## src/common/pac_pkg.sv

```systemverilog
// Package for the auxiliary control and phase detect block
// Assumes one 200 MHz clock; pins are asynchronous and all but the data bus are synchronised in rtl
package pac_pkg;
  localparam int AUX_W          = 8;
  // Auxiliary control bit positions
  localparam int AUX_RSV0_BIT   = 0;
  localparam int AUX_RSV2_BIT   = 2;
  localparam int AUX_PDOWN_BIT  = 3;
  localparam int AUX_CLOAD_BIT  = 4;
  localparam int AUX_MSELO_BIT  = 5;
  localparam int AUX_PRESO_BIT  = 6;
  localparam int AUX_CLKDIS_BIT = 7;
  localparam logic [7:0] AUX_RESET = 8'h00;
  localparam int SYNC_STAGES    = 3;
  // Pump reset interval in ns and cycles at 200 MHz
  localparam int CLK_PERIOD_PS  = 5000;
  localparam int PUMP_RST_NS    = 5;
  localparam int PUMP_RST_CYC   = (PUMP_RST_NS * 1000 + CLK_PERIOD_PS - 1) / CLK_PERIOD_PS;

  typedef enum logic [1:0] {
    PAC_MODE_PAR,
    PAC_MODE_SER,
    PAC_MODE_DIR
  } pac_mode_t;

  typedef struct packed {
    logic clk_disable;
    logic prescaler_out;
    logic modsel_out;
    logic counter_load;
    logic power_down;
    logic [2:0] reserved;
  } pac_aux_t;

  typedef struct packed {
    logic pump_up_n;
    logic pump_down_n;
  } pac_pump_t;
endpackage : pac_pkg

```

## src/rtl/pac_sync.sv

```systemverilog
// Three-stage synchroniser with agreement of the last two stages
// Assumes clk_i is the single block clock
`timescale 1ns/1ps
module pac_sync (
  input  wire logic clk_i,
  input  wire logic rst_n_i,
  input  wire logic d_i,
  output logic      q_o,
  output logic      rise_o,
  output logic      fall_o
);
  import pac_pkg::*;
  logic [SYNC_STAGES-1:0] sh_r;

  always_ff @(posedge clk_i or negedge rst_n_i) begin
    if (!rst_n_i) begin
      sh_r <= '0;
    end else begin
      sh_r <= {sh_r[SYNC_STAGES-2:0], d_i};
    end
  end

  // Change counts once stages two and three agree
  always_ff @(posedge clk_i or negedge rst_n_i) begin
    if (!rst_n_i) begin
      q_o    <= 1'b0;
      rise_o <= 1'b0;
      fall_o <= 1'b0;
    end else begin
      rise_o <= 1'b0;
      fall_o <= 1'b0;
      if (sh_r[1] == sh_r[2] && sh_r[2] != q_o) begin
        q_o    <= sh_r[2];
        rise_o <= sh_r[2];
        fall_o <= ~sh_r[2];
      end
    end
  end
endmodule : pac_sync

```

## src/rtl/pac_top.sv

```systemverilog
// Auxiliary control register, diagnostic mux and phase/frequency detector
// Assumes host pins and divided clocks are asynchronous to clk_i
// What this block does
// (RULE1) Parallel mode, extras enable low: bus latched on control strobe rise.
// (RULE2) Serial mode, control strobe high: shift serial bits first-first on shift clock.
// (RULE3) Serial shift copied to active buffer on control strobe fall.
// (RULE4) Active-high bits; serial n is bus 7-n; bits 0-2 reserved; bit 7 kills clocks.
// (RULE5) Bit 3 powers down all but the programming interface; code idles only the detector and counter load.
// (RULE6) Bit 4 makes counter load continuous from selected mode source.
// (RULE7) Bit 5 routes modulus select to diagnostic pin.
// (RULE8) Bit 6 routes raw prescaler output to diagnostic pin.
// (RULE9) Detector acts on rising edges of both divided clocks.
// (RULE10) Main leading reference pulses pump down low only.
// (RULE11) Reference leading main pulses pump up low only.
// (RULE12) Pulse width follows leading-to-lagging edge offset.
// (RULE13) Integration node is NAND of pumps; lock is their AND.
// (RULE14) Auxiliary bits act only while extras enable is low.
// (RULE15) Host picks serial with direct low serial high, parallel both low.
// (RULE16) Host holds serial write strobe low during auxiliary serial loading.
// (RULE17) Pumps idle high and both-low lasts at most a reset interval.
// (RULE18) Both diagnostic selections set: prescaler output has priority.
`timescale 1ns/1ps
module pac_top (
  input  wire logic        clk_i,
  input  wire logic        rst_n_i,
  input  wire logic [7:0]  bus_data_i,
  input  wire logic        ctrl_wr_i,
  input  wire logic        ser_clk_i,
  input  wire logic        ser_data_i,
  input  wire logic        ser_wr_i,
  input  wire logic        direct_sel_i,
  input  wire logic        serial_sel_i,
  input  wire logic        extras_en_n_i,
  input  wire logic        main_divided_clock_i,
  input  wire logic        reference_divided_clock_i,
  input  wire logic        modulus_select_i,
  input  wire logic        prescaler_raw_i,
  output pac_pkg::pac_pump_t pump_o,
  output logic             integ_node_o,
  output logic             lock_indicator_o,
  output logic             diag_o,
  output logic             main_clk_out_o,
  output logic             ref_clk_out_o,
  output logic             power_down_o,
  output logic             counter_load_o,
  output pac_pkg::pac_mode_t mode_o
);
  import pac_pkg::*;

  logic wr_q, wr_rise, wr_fall;
  logic sck_q, sck_rise;
  logic sd_q, swr_q, dsel_q, ssel_q, een_q;
  logic fp_q, fp_rise, fc_q, fc_rise;
  logic modulus_select_q, pres_q;
  logic [7:0] shift_r;
  logic [7:0] bus_rev;
  pac_aux_t   aux_r;
  logic       up_r, dn_r;
  logic [3:0] rst_cnt_r;
  pac_aux_t   eff;
  pac_mode_t  mode_nxt;

  pac_sync u_wr   (.clk_i(clk_i), .rst_n_i(rst_n_i), .d_i(ctrl_wr_i),
                   .q_o(wr_q), .rise_o(wr_rise), .fall_o(wr_fall));
  pac_sync u_sck  (.clk_i(clk_i), .rst_n_i(rst_n_i), .d_i(ser_clk_i),
                   .q_o(sck_q), .rise_o(sck_rise), .fall_o());
  pac_sync u_sd   (.clk_i(clk_i), .rst_n_i(rst_n_i), .d_i(ser_data_i),
                   .q_o(sd_q), .rise_o(), .fall_o());
  pac_sync u_swr  (.clk_i(clk_i), .rst_n_i(rst_n_i), .d_i(ser_wr_i),
                   .q_o(swr_q), .rise_o(), .fall_o());
  pac_sync u_dsel (.clk_i(clk_i), .rst_n_i(rst_n_i), .d_i(direct_sel_i),
                   .q_o(dsel_q), .rise_o(), .fall_o());
  pac_sync u_ssel (.clk_i(clk_i), .rst_n_i(rst_n_i), .d_i(serial_sel_i),
                   .q_o(ssel_q), .rise_o(), .fall_o());
  pac_sync u_een  (.clk_i(clk_i), .rst_n_i(rst_n_i), .d_i(extras_en_n_i),
                   .q_o(een_q), .rise_o(), .fall_o());
  pac_sync u_fp   (.clk_i(clk_i), .rst_n_i(rst_n_i), .d_i(main_divided_clock_i),
                   .q_o(fp_q), .rise_o(fp_rise), .fall_o());
  pac_sync u_fc   (.clk_i(clk_i), .rst_n_i(rst_n_i), .d_i(reference_divided_clock_i),
                   .q_o(fc_q), .rise_o(fc_rise), .fall_o());
  pac_sync u_modulus_select (.clk_i(clk_i), .rst_n_i(rst_n_i), .d_i(modulus_select_i),
                   .q_o(modulus_select_q), .rise_o(), .fall_o());
  pac_sync u_pres (.clk_i(clk_i), .rst_n_i(rst_n_i), .d_i(prescaler_raw_i),
                   .q_o(pres_q), .rise_o(), .fall_o());

  // (RULE15) Mode decode
  always_comb begin
    if (dsel_q) begin
      mode_nxt = PAC_MODE_DIR;
    end else if (ssel_q) begin
      mode_nxt = PAC_MODE_SER;
    end else begin
      mode_nxt = PAC_MODE_PAR;
    end
  end

  // (RULE2) Serial shift register
  // (RULE16) Relies on serial strobe low
  always_ff @(posedge clk_i or negedge rst_n_i) begin
    if (!rst_n_i) begin
      shift_r <= AUX_RESET;
    end else if (mode_nxt == PAC_MODE_SER && wr_q && !swr_q && sck_rise) begin
      shift_r <= {sd_q, shift_r[7:1]};
    end
  end

  // (RULE4) Bus bit 7-n lands in bit n
  always_comb begin
    bus_rev = {bus_data_i[0], bus_data_i[1], bus_data_i[2], bus_data_i[3],
               bus_data_i[4], bus_data_i[5], bus_data_i[6], bus_data_i[7]};
  end

  // (RULE1) Parallel load on strobe rise
  // (RULE3) Serial capture on strobe fall
  // (RULE4) First serial bit lands in bit 0
  always_ff @(posedge clk_i or negedge rst_n_i) begin
    if (!rst_n_i) begin
      aux_r <= AUX_RESET;
    end else if (mode_nxt == PAC_MODE_PAR && wr_rise) begin
      aux_r <= bus_rev;
    end else if (mode_nxt == PAC_MODE_SER && wr_fall) begin
      aux_r <= shift_r;
    end
  end

  // (RULE14) Stored bits gated by extras enable
  always_comb begin
    eff = een_q ? AUX_RESET : aux_r;
  end

  // (RULE5) Power down holds detector idle
  // (RULE9) Edge-triggered phase detector
  // (RULE10) Main leads gives pump down
  // (RULE11) Reference leads gives pump up
  // (RULE12) Pulse lasts until lagging edge
  // (RULE17) Both set clears after reset interval
  always_ff @(posedge clk_i or negedge rst_n_i) begin
    if (!rst_n_i) begin
      up_r      <= 1'b0;
      dn_r      <= 1'b0;
      rst_cnt_r <= '0;
    end else if (eff.power_down) begin
      up_r      <= 1'b0;
      dn_r      <= 1'b0;
      rst_cnt_r <= '0;
    end else if (up_r && dn_r) begin
      if (rst_cnt_r >= 4'(PUMP_RST_CYC - 1)) begin
        // New edge during clear is kept
        up_r      <= fc_rise;
        dn_r      <= fp_rise;
        rst_cnt_r <= '0;
      end else begin
        rst_cnt_r <= rst_cnt_r + 4'h1;
      end
    end else begin
      if (fc_rise) begin
        up_r <= 1'b1;
      end
      if (fp_rise) begin
        dn_r <= 1'b1;
      end
    end
  end

  // Registered outputs
  // (RULE13) Lock and integration node
  // (RULE18) Prescaler output wins diagnostic pin
  // (RULE6) Continuous counter load flag
  // (RULE7) Modulus select onto diagnostic
  // (RULE8) Raw prescaler onto diagnostic
  always_ff @(posedge clk_i or negedge rst_n_i) begin
    if (!rst_n_i) begin
      pump_o           <= 2'h3;
      integ_node_o     <= 1'b0;
      lock_indicator_o <= 1'b1;
      diag_o           <= 1'b0;
      main_clk_out_o   <= 1'b0;
      ref_clk_out_o    <= 1'b0;
      power_down_o     <= 1'b0;
      counter_load_o   <= 1'b0;
      mode_o           <= PAC_MODE_PAR;
    end else begin
      pump_o.pump_up_n   <= ~(up_r && !dn_r);
      pump_o.pump_down_n <= ~(dn_r && !up_r);
      integ_node_o       <= ~(~(up_r && !dn_r) & ~(dn_r && !up_r));
      lock_indicator_o   <= ~(up_r && !dn_r) & ~(dn_r && !up_r);
      if (eff.prescaler_out) begin
        diag_o <= pres_q;
      end else if (eff.modsel_out) begin
        diag_o <= modulus_select_q;
      end else begin
        diag_o <= 1'b0;
      end
      main_clk_out_o <= eff.clk_disable ? 1'b0 : fp_q;
      ref_clk_out_o  <= eff.clk_disable ? 1'b0 : fc_q;
      power_down_o   <= eff.power_down;
      counter_load_o <= eff.counter_load & ~eff.power_down;
      mode_o         <= mode_nxt;
    end
  end

  // (RULE10) Pumps never both low
  property p_pump_excl;
    @(posedge clk_i) disable iff (!rst_n_i)
      !(pump_o.pump_up_n == 1'b0 && pump_o.pump_down_n == 1'b0);
  endproperty
  a_pump_excl: assert property (p_pump_excl) else $error("both pumps low"); // RULE10

  // (RULE13) Lock equals AND of pumps
  property p_lock;
    @(posedge clk_i) disable iff (!rst_n_i)
      lock_indicator_o == (pump_o.pump_up_n & pump_o.pump_down_n);
  endproperty
  a_lock: assert property (p_lock) else $error("lock not AND of pumps"); // RULE13

  // (RULE13) Node is NAND of pumps
  property p_node;
    @(posedge clk_i) disable iff (!rst_n_i)
      integ_node_o == ~(pump_o.pump_up_n & pump_o.pump_down_n);
  endproperty
  a_node: assert property (p_node) else $error("node not NAND of pumps"); // RULE13

  // (RULE11) Reference edge alone starts pump up
  property p_up_start;
    @(posedge clk_i) disable iff (!rst_n_i)
      (fc_rise && !fp_rise && !up_r && !dn_r && !eff.power_down) |=> ##1 !pump_o.pump_up_n;
  endproperty
  a_up_start: assert property (p_up_start) else $error("pump up missing"); // RULE11

  // (RULE10) Main edge alone starts pump down
  property p_dn_start;
    @(posedge clk_i) disable iff (!rst_n_i)
      (fp_rise && !fc_rise && !up_r && !dn_r && !eff.power_down) |=> ##1 !pump_o.pump_down_n;
  endproperty
  a_dn_start: assert property (p_dn_start) else $error("pump down missing"); // RULE10

  // (RULE17) Both-set state bounded
  property p_rst_bound;
    @(posedge clk_i) disable iff (!rst_n_i)
      (up_r && dn_r) |-> ##[1:2] !(up_r && dn_r);
  endproperty
  a_rst_bound: assert property (p_rst_bound) else $error("pump reset too long"); // RULE17

  // (RULE1) Parallel strobe rise loads bus
  property p_par_load;
    @(posedge clk_i) disable iff (!rst_n_i)
      (mode_nxt == PAC_MODE_PAR && wr_rise) |=> (aux_r == $past(bus_rev));
  endproperty
  a_par_load: assert property (p_par_load) else $error("parallel load missed"); // RULE1

  // (RULE3) Active bits stable while shifting
  property p_ser_hold;
    @(posedge clk_i) disable iff (!rst_n_i)
      (mode_nxt == PAC_MODE_SER && !wr_fall) |=> $stable(aux_r);
  endproperty
  a_ser_hold: assert property (p_ser_hold) else $error("serial changed active bits"); // RULE3

  // (RULE4) Clock disable forces outputs low
  property p_clkdis;
    @(posedge clk_i) disable iff (!rst_n_i)
      eff.clk_disable |=> (!main_clk_out_o && !ref_clk_out_o);
  endproperty
  a_clkdis: assert property (p_clkdis) else $error("clock outputs not disabled"); // RULE4

  // (RULE14) Extras disabled hides bits
  property p_een;
    @(posedge clk_i) disable iff (!rst_n_i)
      een_q |=> (!diag_o && !counter_load_o && !power_down_o);
  endproperty
  a_een: assert property (p_een) else $error("aux active while disabled"); // RULE14
endmodule : pac_top

```

## config.mk

```make
export PLATFORM = sky130hd
export DESIGN_NAME = pac_top
export DESIGN_NICKNAME = d
export VERILOG_FILES = /design/src/common/pac_pkg.sv /design/src/rtl/pac_sync.sv /design/src/rtl/pac_top.sv
export SDC_FILE = /design/constraint.sdc
export NUM_CORES = 1
export LEC_CHECK = 0
export BUFFER_PORTS_ARGS = -buffer_cell sky130_fd_sc_hd__buf_2
export CAP_MARGIN = 15
export CORE_MARGIN = 4
export CORE_UTILIZATION = 57
export DETAILED_ROUTE_END_ITERATION = 7
export PLACE_DENSITY = 0.85
export REMOVE_ABC_BUFFERS = 1
export SLEW_MARGIN = 20
export SYNTH_ARGS = -nofsm -noshare
export SYNTH_HDL_FRONTEND = slang
export SYNTH_HIERARCHICAL = 1
export SYNTH_SLANG_ARGS = --single-unit
```

## constraint.sdc

```tcl
create_clock -name clk_i -period 1.95 [get_ports clk_i]
set_clock_uncertainty 0.2 [all_clocks]
set_input_delay 0.2925 -clock clk_i [delete_from_list [all_inputs] [get_ports clk_i]]
set_output_delay 0.2925 -clock clk_i [all_outputs]
set_load 0.1 [all_outputs]
```

==> flow_metrics.tcl, run 1 <==
set metrics [dict create \
    track_usage 0.176 \
    reg2reg_from "u_dsel/q_o" \
    finalSetupViolations 0 \
    criticalPathCategory "reg2out" \
    overflow 0 \
    fin_crit_ns 1.77 \
    num_rows 23 \
    syn_inst 129 \
    p_leak_nw 1.44 \
    start_util 0.588 \
    fp.dieArea_sq_um 5180 \
    tightest_slew_ns 0.499 \
    syn_to_final_growth_pct 27.0 \
    cts_buffer_depth 2 \
    worstHoldStart "bus_data_i[2]" \
    wl_per_cell_um 16.4 \
    max_freq_ghz 0.565 \
    htree_levels 3 \
    timing.final.crit_share 0.907 \
    maxCapViolations 0 \
    slew-limit-headroom 0.670 \
    p_sw_mw 1.24 \
    hp-class "in2reg" \
    worstPathMaxFanout 1 \
    power_density_nw_per_um2 1360 \
    drcViolationCount 0 \
    routed_wl_mm 3.95 \
    end_kind "output pin" \
    numPortBuffers 28 \
    via_per_inst 5.17 \
    cts_setup_buffers 0 \
    coreArea_sq_um 3970 \
    synth.avg_cell_area_sq_um 18.1 \
    dieHeight_um 72 \
    reg_top3 "aux_r: 5 flops, shift_r: 5 flops" \
    cp_top_family "flip-flops" \
    vias 1240 \
    cts_tree "built" \
    drive_above_1_share 0.411 \
    cp_cell_sequence "buf_2" \
    cts-buffers-inserted 9 \
    ios 32 \
    slowest_delay_ns 0.52 \
    cpMaxStageDelayCell "dfstp_2" \
    status "finished clean" \
    dr.pass1.iters 4 \
    nNetsFinal 209 \
    clock_latency_ns 0.33 \
    drt_iter0_drc 75 \
    grt_pass1_vias 1351 \
    p_seq_frac 0.446 \
    ys_warn_count 6 \
    clock-root-buffer "clkbuf_8" \
    syn_area_sq_um 2330 \
    tns_ns 0 \
    p_int_mw 2.80 \
    hold-worst-slack_ns 0.0235 \
    power.share.clock 0.354 \
    rsz0062_at_grt "no" \
    ir_drop_v 0.000882 \
    crit_buf_inv 1 \
    gp_congestion 0.777 \
    dp_hpwl_mm 2.80 \
    ant_nets 0 \
    pwr-share-comb 0.200 \
    critPathRequiredTime_ns 1.46 \
    clk_pin_slew_ns 0.07 \
    die_w_um 72 \
    switching_share 0.308 \
    drv_slew 0 \
    antenna_found_initial 0 \
    crit_start "lock_indicator_o" \
    cts_sinks 72 \
    hold_viol 0 \
    cp.arrival_ns 1.28 \
    diodes 0 \
    worstSetupStartpointType "flop" \
    grt_max_degree 28 \
    grt_pass1_wl_mm 6.59 \
]
[per-layer routing]
| layer | vias up | GRT usage | share of wire |
|---|---|---|---|
| met2 | 48 | 0.293 | 0.52 |
| met1 | 618 | 0.199 | 0.40 |
| li1 | 560 | - | - |
| met3 | 14 | 0.0637 | 0.056 |
| met4 | 0 | 0.0939 | 0.024 |
| met5 | - | 0 | 0 |
[cells in the final DEF, fill, tap and decap left out, drive strengths merged]
cell type     n
nor3b         3
nor2          2
nand2         1
mux2          5
nand3b        1
dfrtp        69
dfstp         3
inv           6
bufinv        3
and3          5
buf          31
ha            3
clkinv        1
nor2b         2
a221o         5
nand4b        1
a21oi         4
dlygate4sd3  15
and2          2
clkbuf       11
and3b         4
maj3         11
nand2b        1
clkinvlp      1
[path summary, 6_finish.rpt]
check,endpoint,slack [ns],cells after the start
setup / recovery,lock_indicator_o,0.18,1
min in group asynchronous,u_modulus_select/sh_r[0],0.24,2
hold / removal,aux_r[5],0.02,2
max in group asynchronous,u_fp/q_o,0.75,3
setup reg to reg,aux_r[4],0.29,3
hold reg to reg,u_een/sh_r[1],0.15,0
[per-stage QoR]
step	util	instance area, sq um	total power, mW	setup WS, ns	std cells
2_1_floorplan	-	2320	2.42	0.507	128
3_3_place_gp	0.645	2560	2.56	0.383	209
3_5_place_dp	0.645	2560	2.63	0.313	209
4_1_cts	0.747	2970	4.08	0.163	240
5_1_grt	0.747	2970	4.20	0.144	240
6_report	0.747	2970	4.04	0.182	240
[power by group through the flow]
stage | Combinational, mW | Sequential (mW) | Clock, mW
floorplan | 0.164 | 2.26 | 0
global placement | 0.746 | 1.81 | 0
detailed placement | 0.794 | 1.83 | 0
CTS | 0.820 | 1.81 | 1.46
global route | 0.857 | 1.82 | 1.53
finish | 0.809 | 1.81 | 1.43
[repair_timing]
item / 4_1_cts / 5_1_grt
hold buffers: 15 / 0
gates resized for setup: 0 / 0
endpoints found under the hold margin: 29 / 0
[cell type report]
class,instances,area (sq um)
flip-flops and latches,72,1810
fillers,233,1010
multi-input cells,50,495
repair buffers,46,325
clock buffers,11,151
clock inverters,5,103
well taps,50,62.6
inverters,6,22.5
Power figures use the tool's default switching activity.
==> run 2: changes to the inputs <==
==> constraint.sdc (replaced) <==
create_clock -name clk_i -period 1.95 [get_ports clk_i]
set_clock_uncertainty 0.2 [all_clocks]
set_input_delay 0.195 -clock clk_i [delete_from_list [all_inputs] [get_ports clk_i]]
set_output_delay 0.195 -clock clk_i [all_outputs]
set_load 0.1 [all_outputs]
==> run 2 against run 1 <==
Utilization fell by 1.1 points. Critical path depth did not move. Sequential cell count did not move. Clock power fell by 22%. Via count fell by 2.2%. Global-route usage fell by 0.23 points. Non-clock buffer count rose by 2. Highest routed layer unchanged. Sequential share of layout area rose by 0.91 points. Die area did not move.
==> flow_metrics.tcl, run 2 (synthesized netlist as in run 1, its figures left out) <==
set metrics [dict create \
    status "finished clean" \
    dp_hpwl_mm 2.45 \
    tns_ns 0 \
    via_per_inst 5.01 \
    cts-buffers-inserted 9 \
    cts_tree "built" \
    pre_cts_ws_ns 0.350 \
    final_cell_count_no_fill 242 \
    start_util 0.588 \
    worstSetupStartpointType "flop" \
    antenna_found_initial 0 \
    grt_pass1_vias 1328 \
    place_area_sq_um 2560 \
    coreArea_sq_um 3970 \
    cts_sinks 72 \
    grt_pass1_wl_mm 6.32 \
    fp.dieArea_sq_um 5180 \
    overflow 0 \
    cts_buffer_depth 2 \
    gp_congestion 0.777 \
    drt_iter0_drc 74 \
    cts.repair.resized 0 \
    grt_max_degree 28 \
    fin_crit_ns 1.65 \
    rsz0062_at_grt "no" \
    slowest_delay_ns 0.51 \
    end_kind "output pin" \
    reg_top3 "aux_r: 5 flops, shift_r: 5 flops" \
    final_common_cell "dfrtp_1" \
    worstPathMaxFanout 1 \
    maxCapViolations 0 \
    hp-class "in2async" \
    clock_latency_ns 0.34 \
    criticalPathCategory "reg2out" \
    cp.arrival_ns 1.26 \
    drive_above_1_share 0.396 \
    routed_wl_mm 3.76 \
    num_rows 23 \
    htree_levels 3 \
    drv_slew 0 \
    crit_buf_inv 1 \
    cp_top_family "flip-flops" \
    ant_nets 0 \
    timing.final.crit_share 0.847 \
    slew-limit-headroom 0.672 \
    cp_cell_sequence "buf_2" \
    power_density_nw_per_um2 1270 \
    nNetsFinal 211 \
    layout_common_cells "dfrtp_1 (69), buf_2 (28), dlygate4sd3_1 (17)" \
    diodes 0 \
    cpMaxStageDelayCell "dfstp_2" \
    vias 1213 \
    dieHeight_um 72 \
    wl_per_cell_um 15.5 \
    critPathRequiredTime_ns 1.55 \
    ir_drop_v 0.000618 \
    hold_viol 0 \
    syn_to_final_growth_pct 25.1 \
    clock-root-buffer "clkbuf_8" \
    track_usage 0.174 \
    dr.pass1.iters 4 \
    clk_pin_slew_ns 0.07 \
    setup_ws_ns 0.298 \
    finalPower_mw 3.71 \
    fin_area_sq_um 2920 \
    ios 32 \
    finalSetupViolations 0 \
    max_freq_ghz 0.605 \
    die_w_um 72 \
    drcViolationCount 0 \
    numPortBuffers 28 \
    place_inst 209 \
    p_leak_nw 1.43 \
    tightest_slew_ns 0.495 \
]
-- run 2: metal layers --
metal | global-route usage | wire [um] | vias to the layer above
li1 | - | - | 559
met3 | 0.0457 | 154 | 10
met4 | 0.119 | 121 | 0
met5 | 0 | 0 | -
met2 | 0.295 | 1990 | 34
met1 | 0.190 | 1500 | 610
-- run 2: area by class of cell --
cell class                      instances  area (sq um)
Sequential cell                        72          1810
Inverter                                6          22.5
Clock buffer                           12           145
Timing Repair Buffer                   48           345
Multi-Input combinational cell         50           495
Tap cell                               50          62.6
Clock inverter                          4          45.0
Fill cell                             237          1050
-- run 2: worst reg2reg max path: stages, from the launching register on --
cell     delay [ns]
dfrtp_1        0.46
nor3b_2        0.40
a21oi_2        0.11
a221o_1        0.33
-- run 2: per-stage QoR --
stage,utilization,hold slack (ns)
floorplan,-,-0.301
global placement,0.645,-0.0859
detailed placement,0.645,-0.0785
CTS,0.736,0.0889
global route,0.736,0.118
finish,0.736,0.0938
-- run 2: power breakdown --
part,total [mW],switching (mW),internal [mW]
clock,1.11,0.487,0.620
combinational,0.798,0.605,0.193
sequential,1.80,0.109,1.69
-- run 2: timing repair --
item / CTS / global route
hold buffers: 17 / 0
hold endpoints to repair: 85 / 0
setup buffers: 0 / 0
-- run 2: path summary, 6_finish.rpt --
path | from | to | slack [ns] | depth (start not counted)
min in group clk_i | u_fp/sh_r[0] | u_fp/sh_r[1] | 0.15 | 0
worst max register to register | u_dsel/q_o | aux_r[4] | 0.34 | 3
worst min register to register | u_fp/sh_r[0] | u_fp/sh_r[1] | 0.15 | 0
max in group asynchronous | rst_n_i | pump_o[1] | 0.82 | 3
worst max-delay path | pump_o[0] | pump_o[0] | 0.30 | 1
worst min-delay path | rst_n_i | u_modulus_select/sh_r[1] | 0.09 | 2
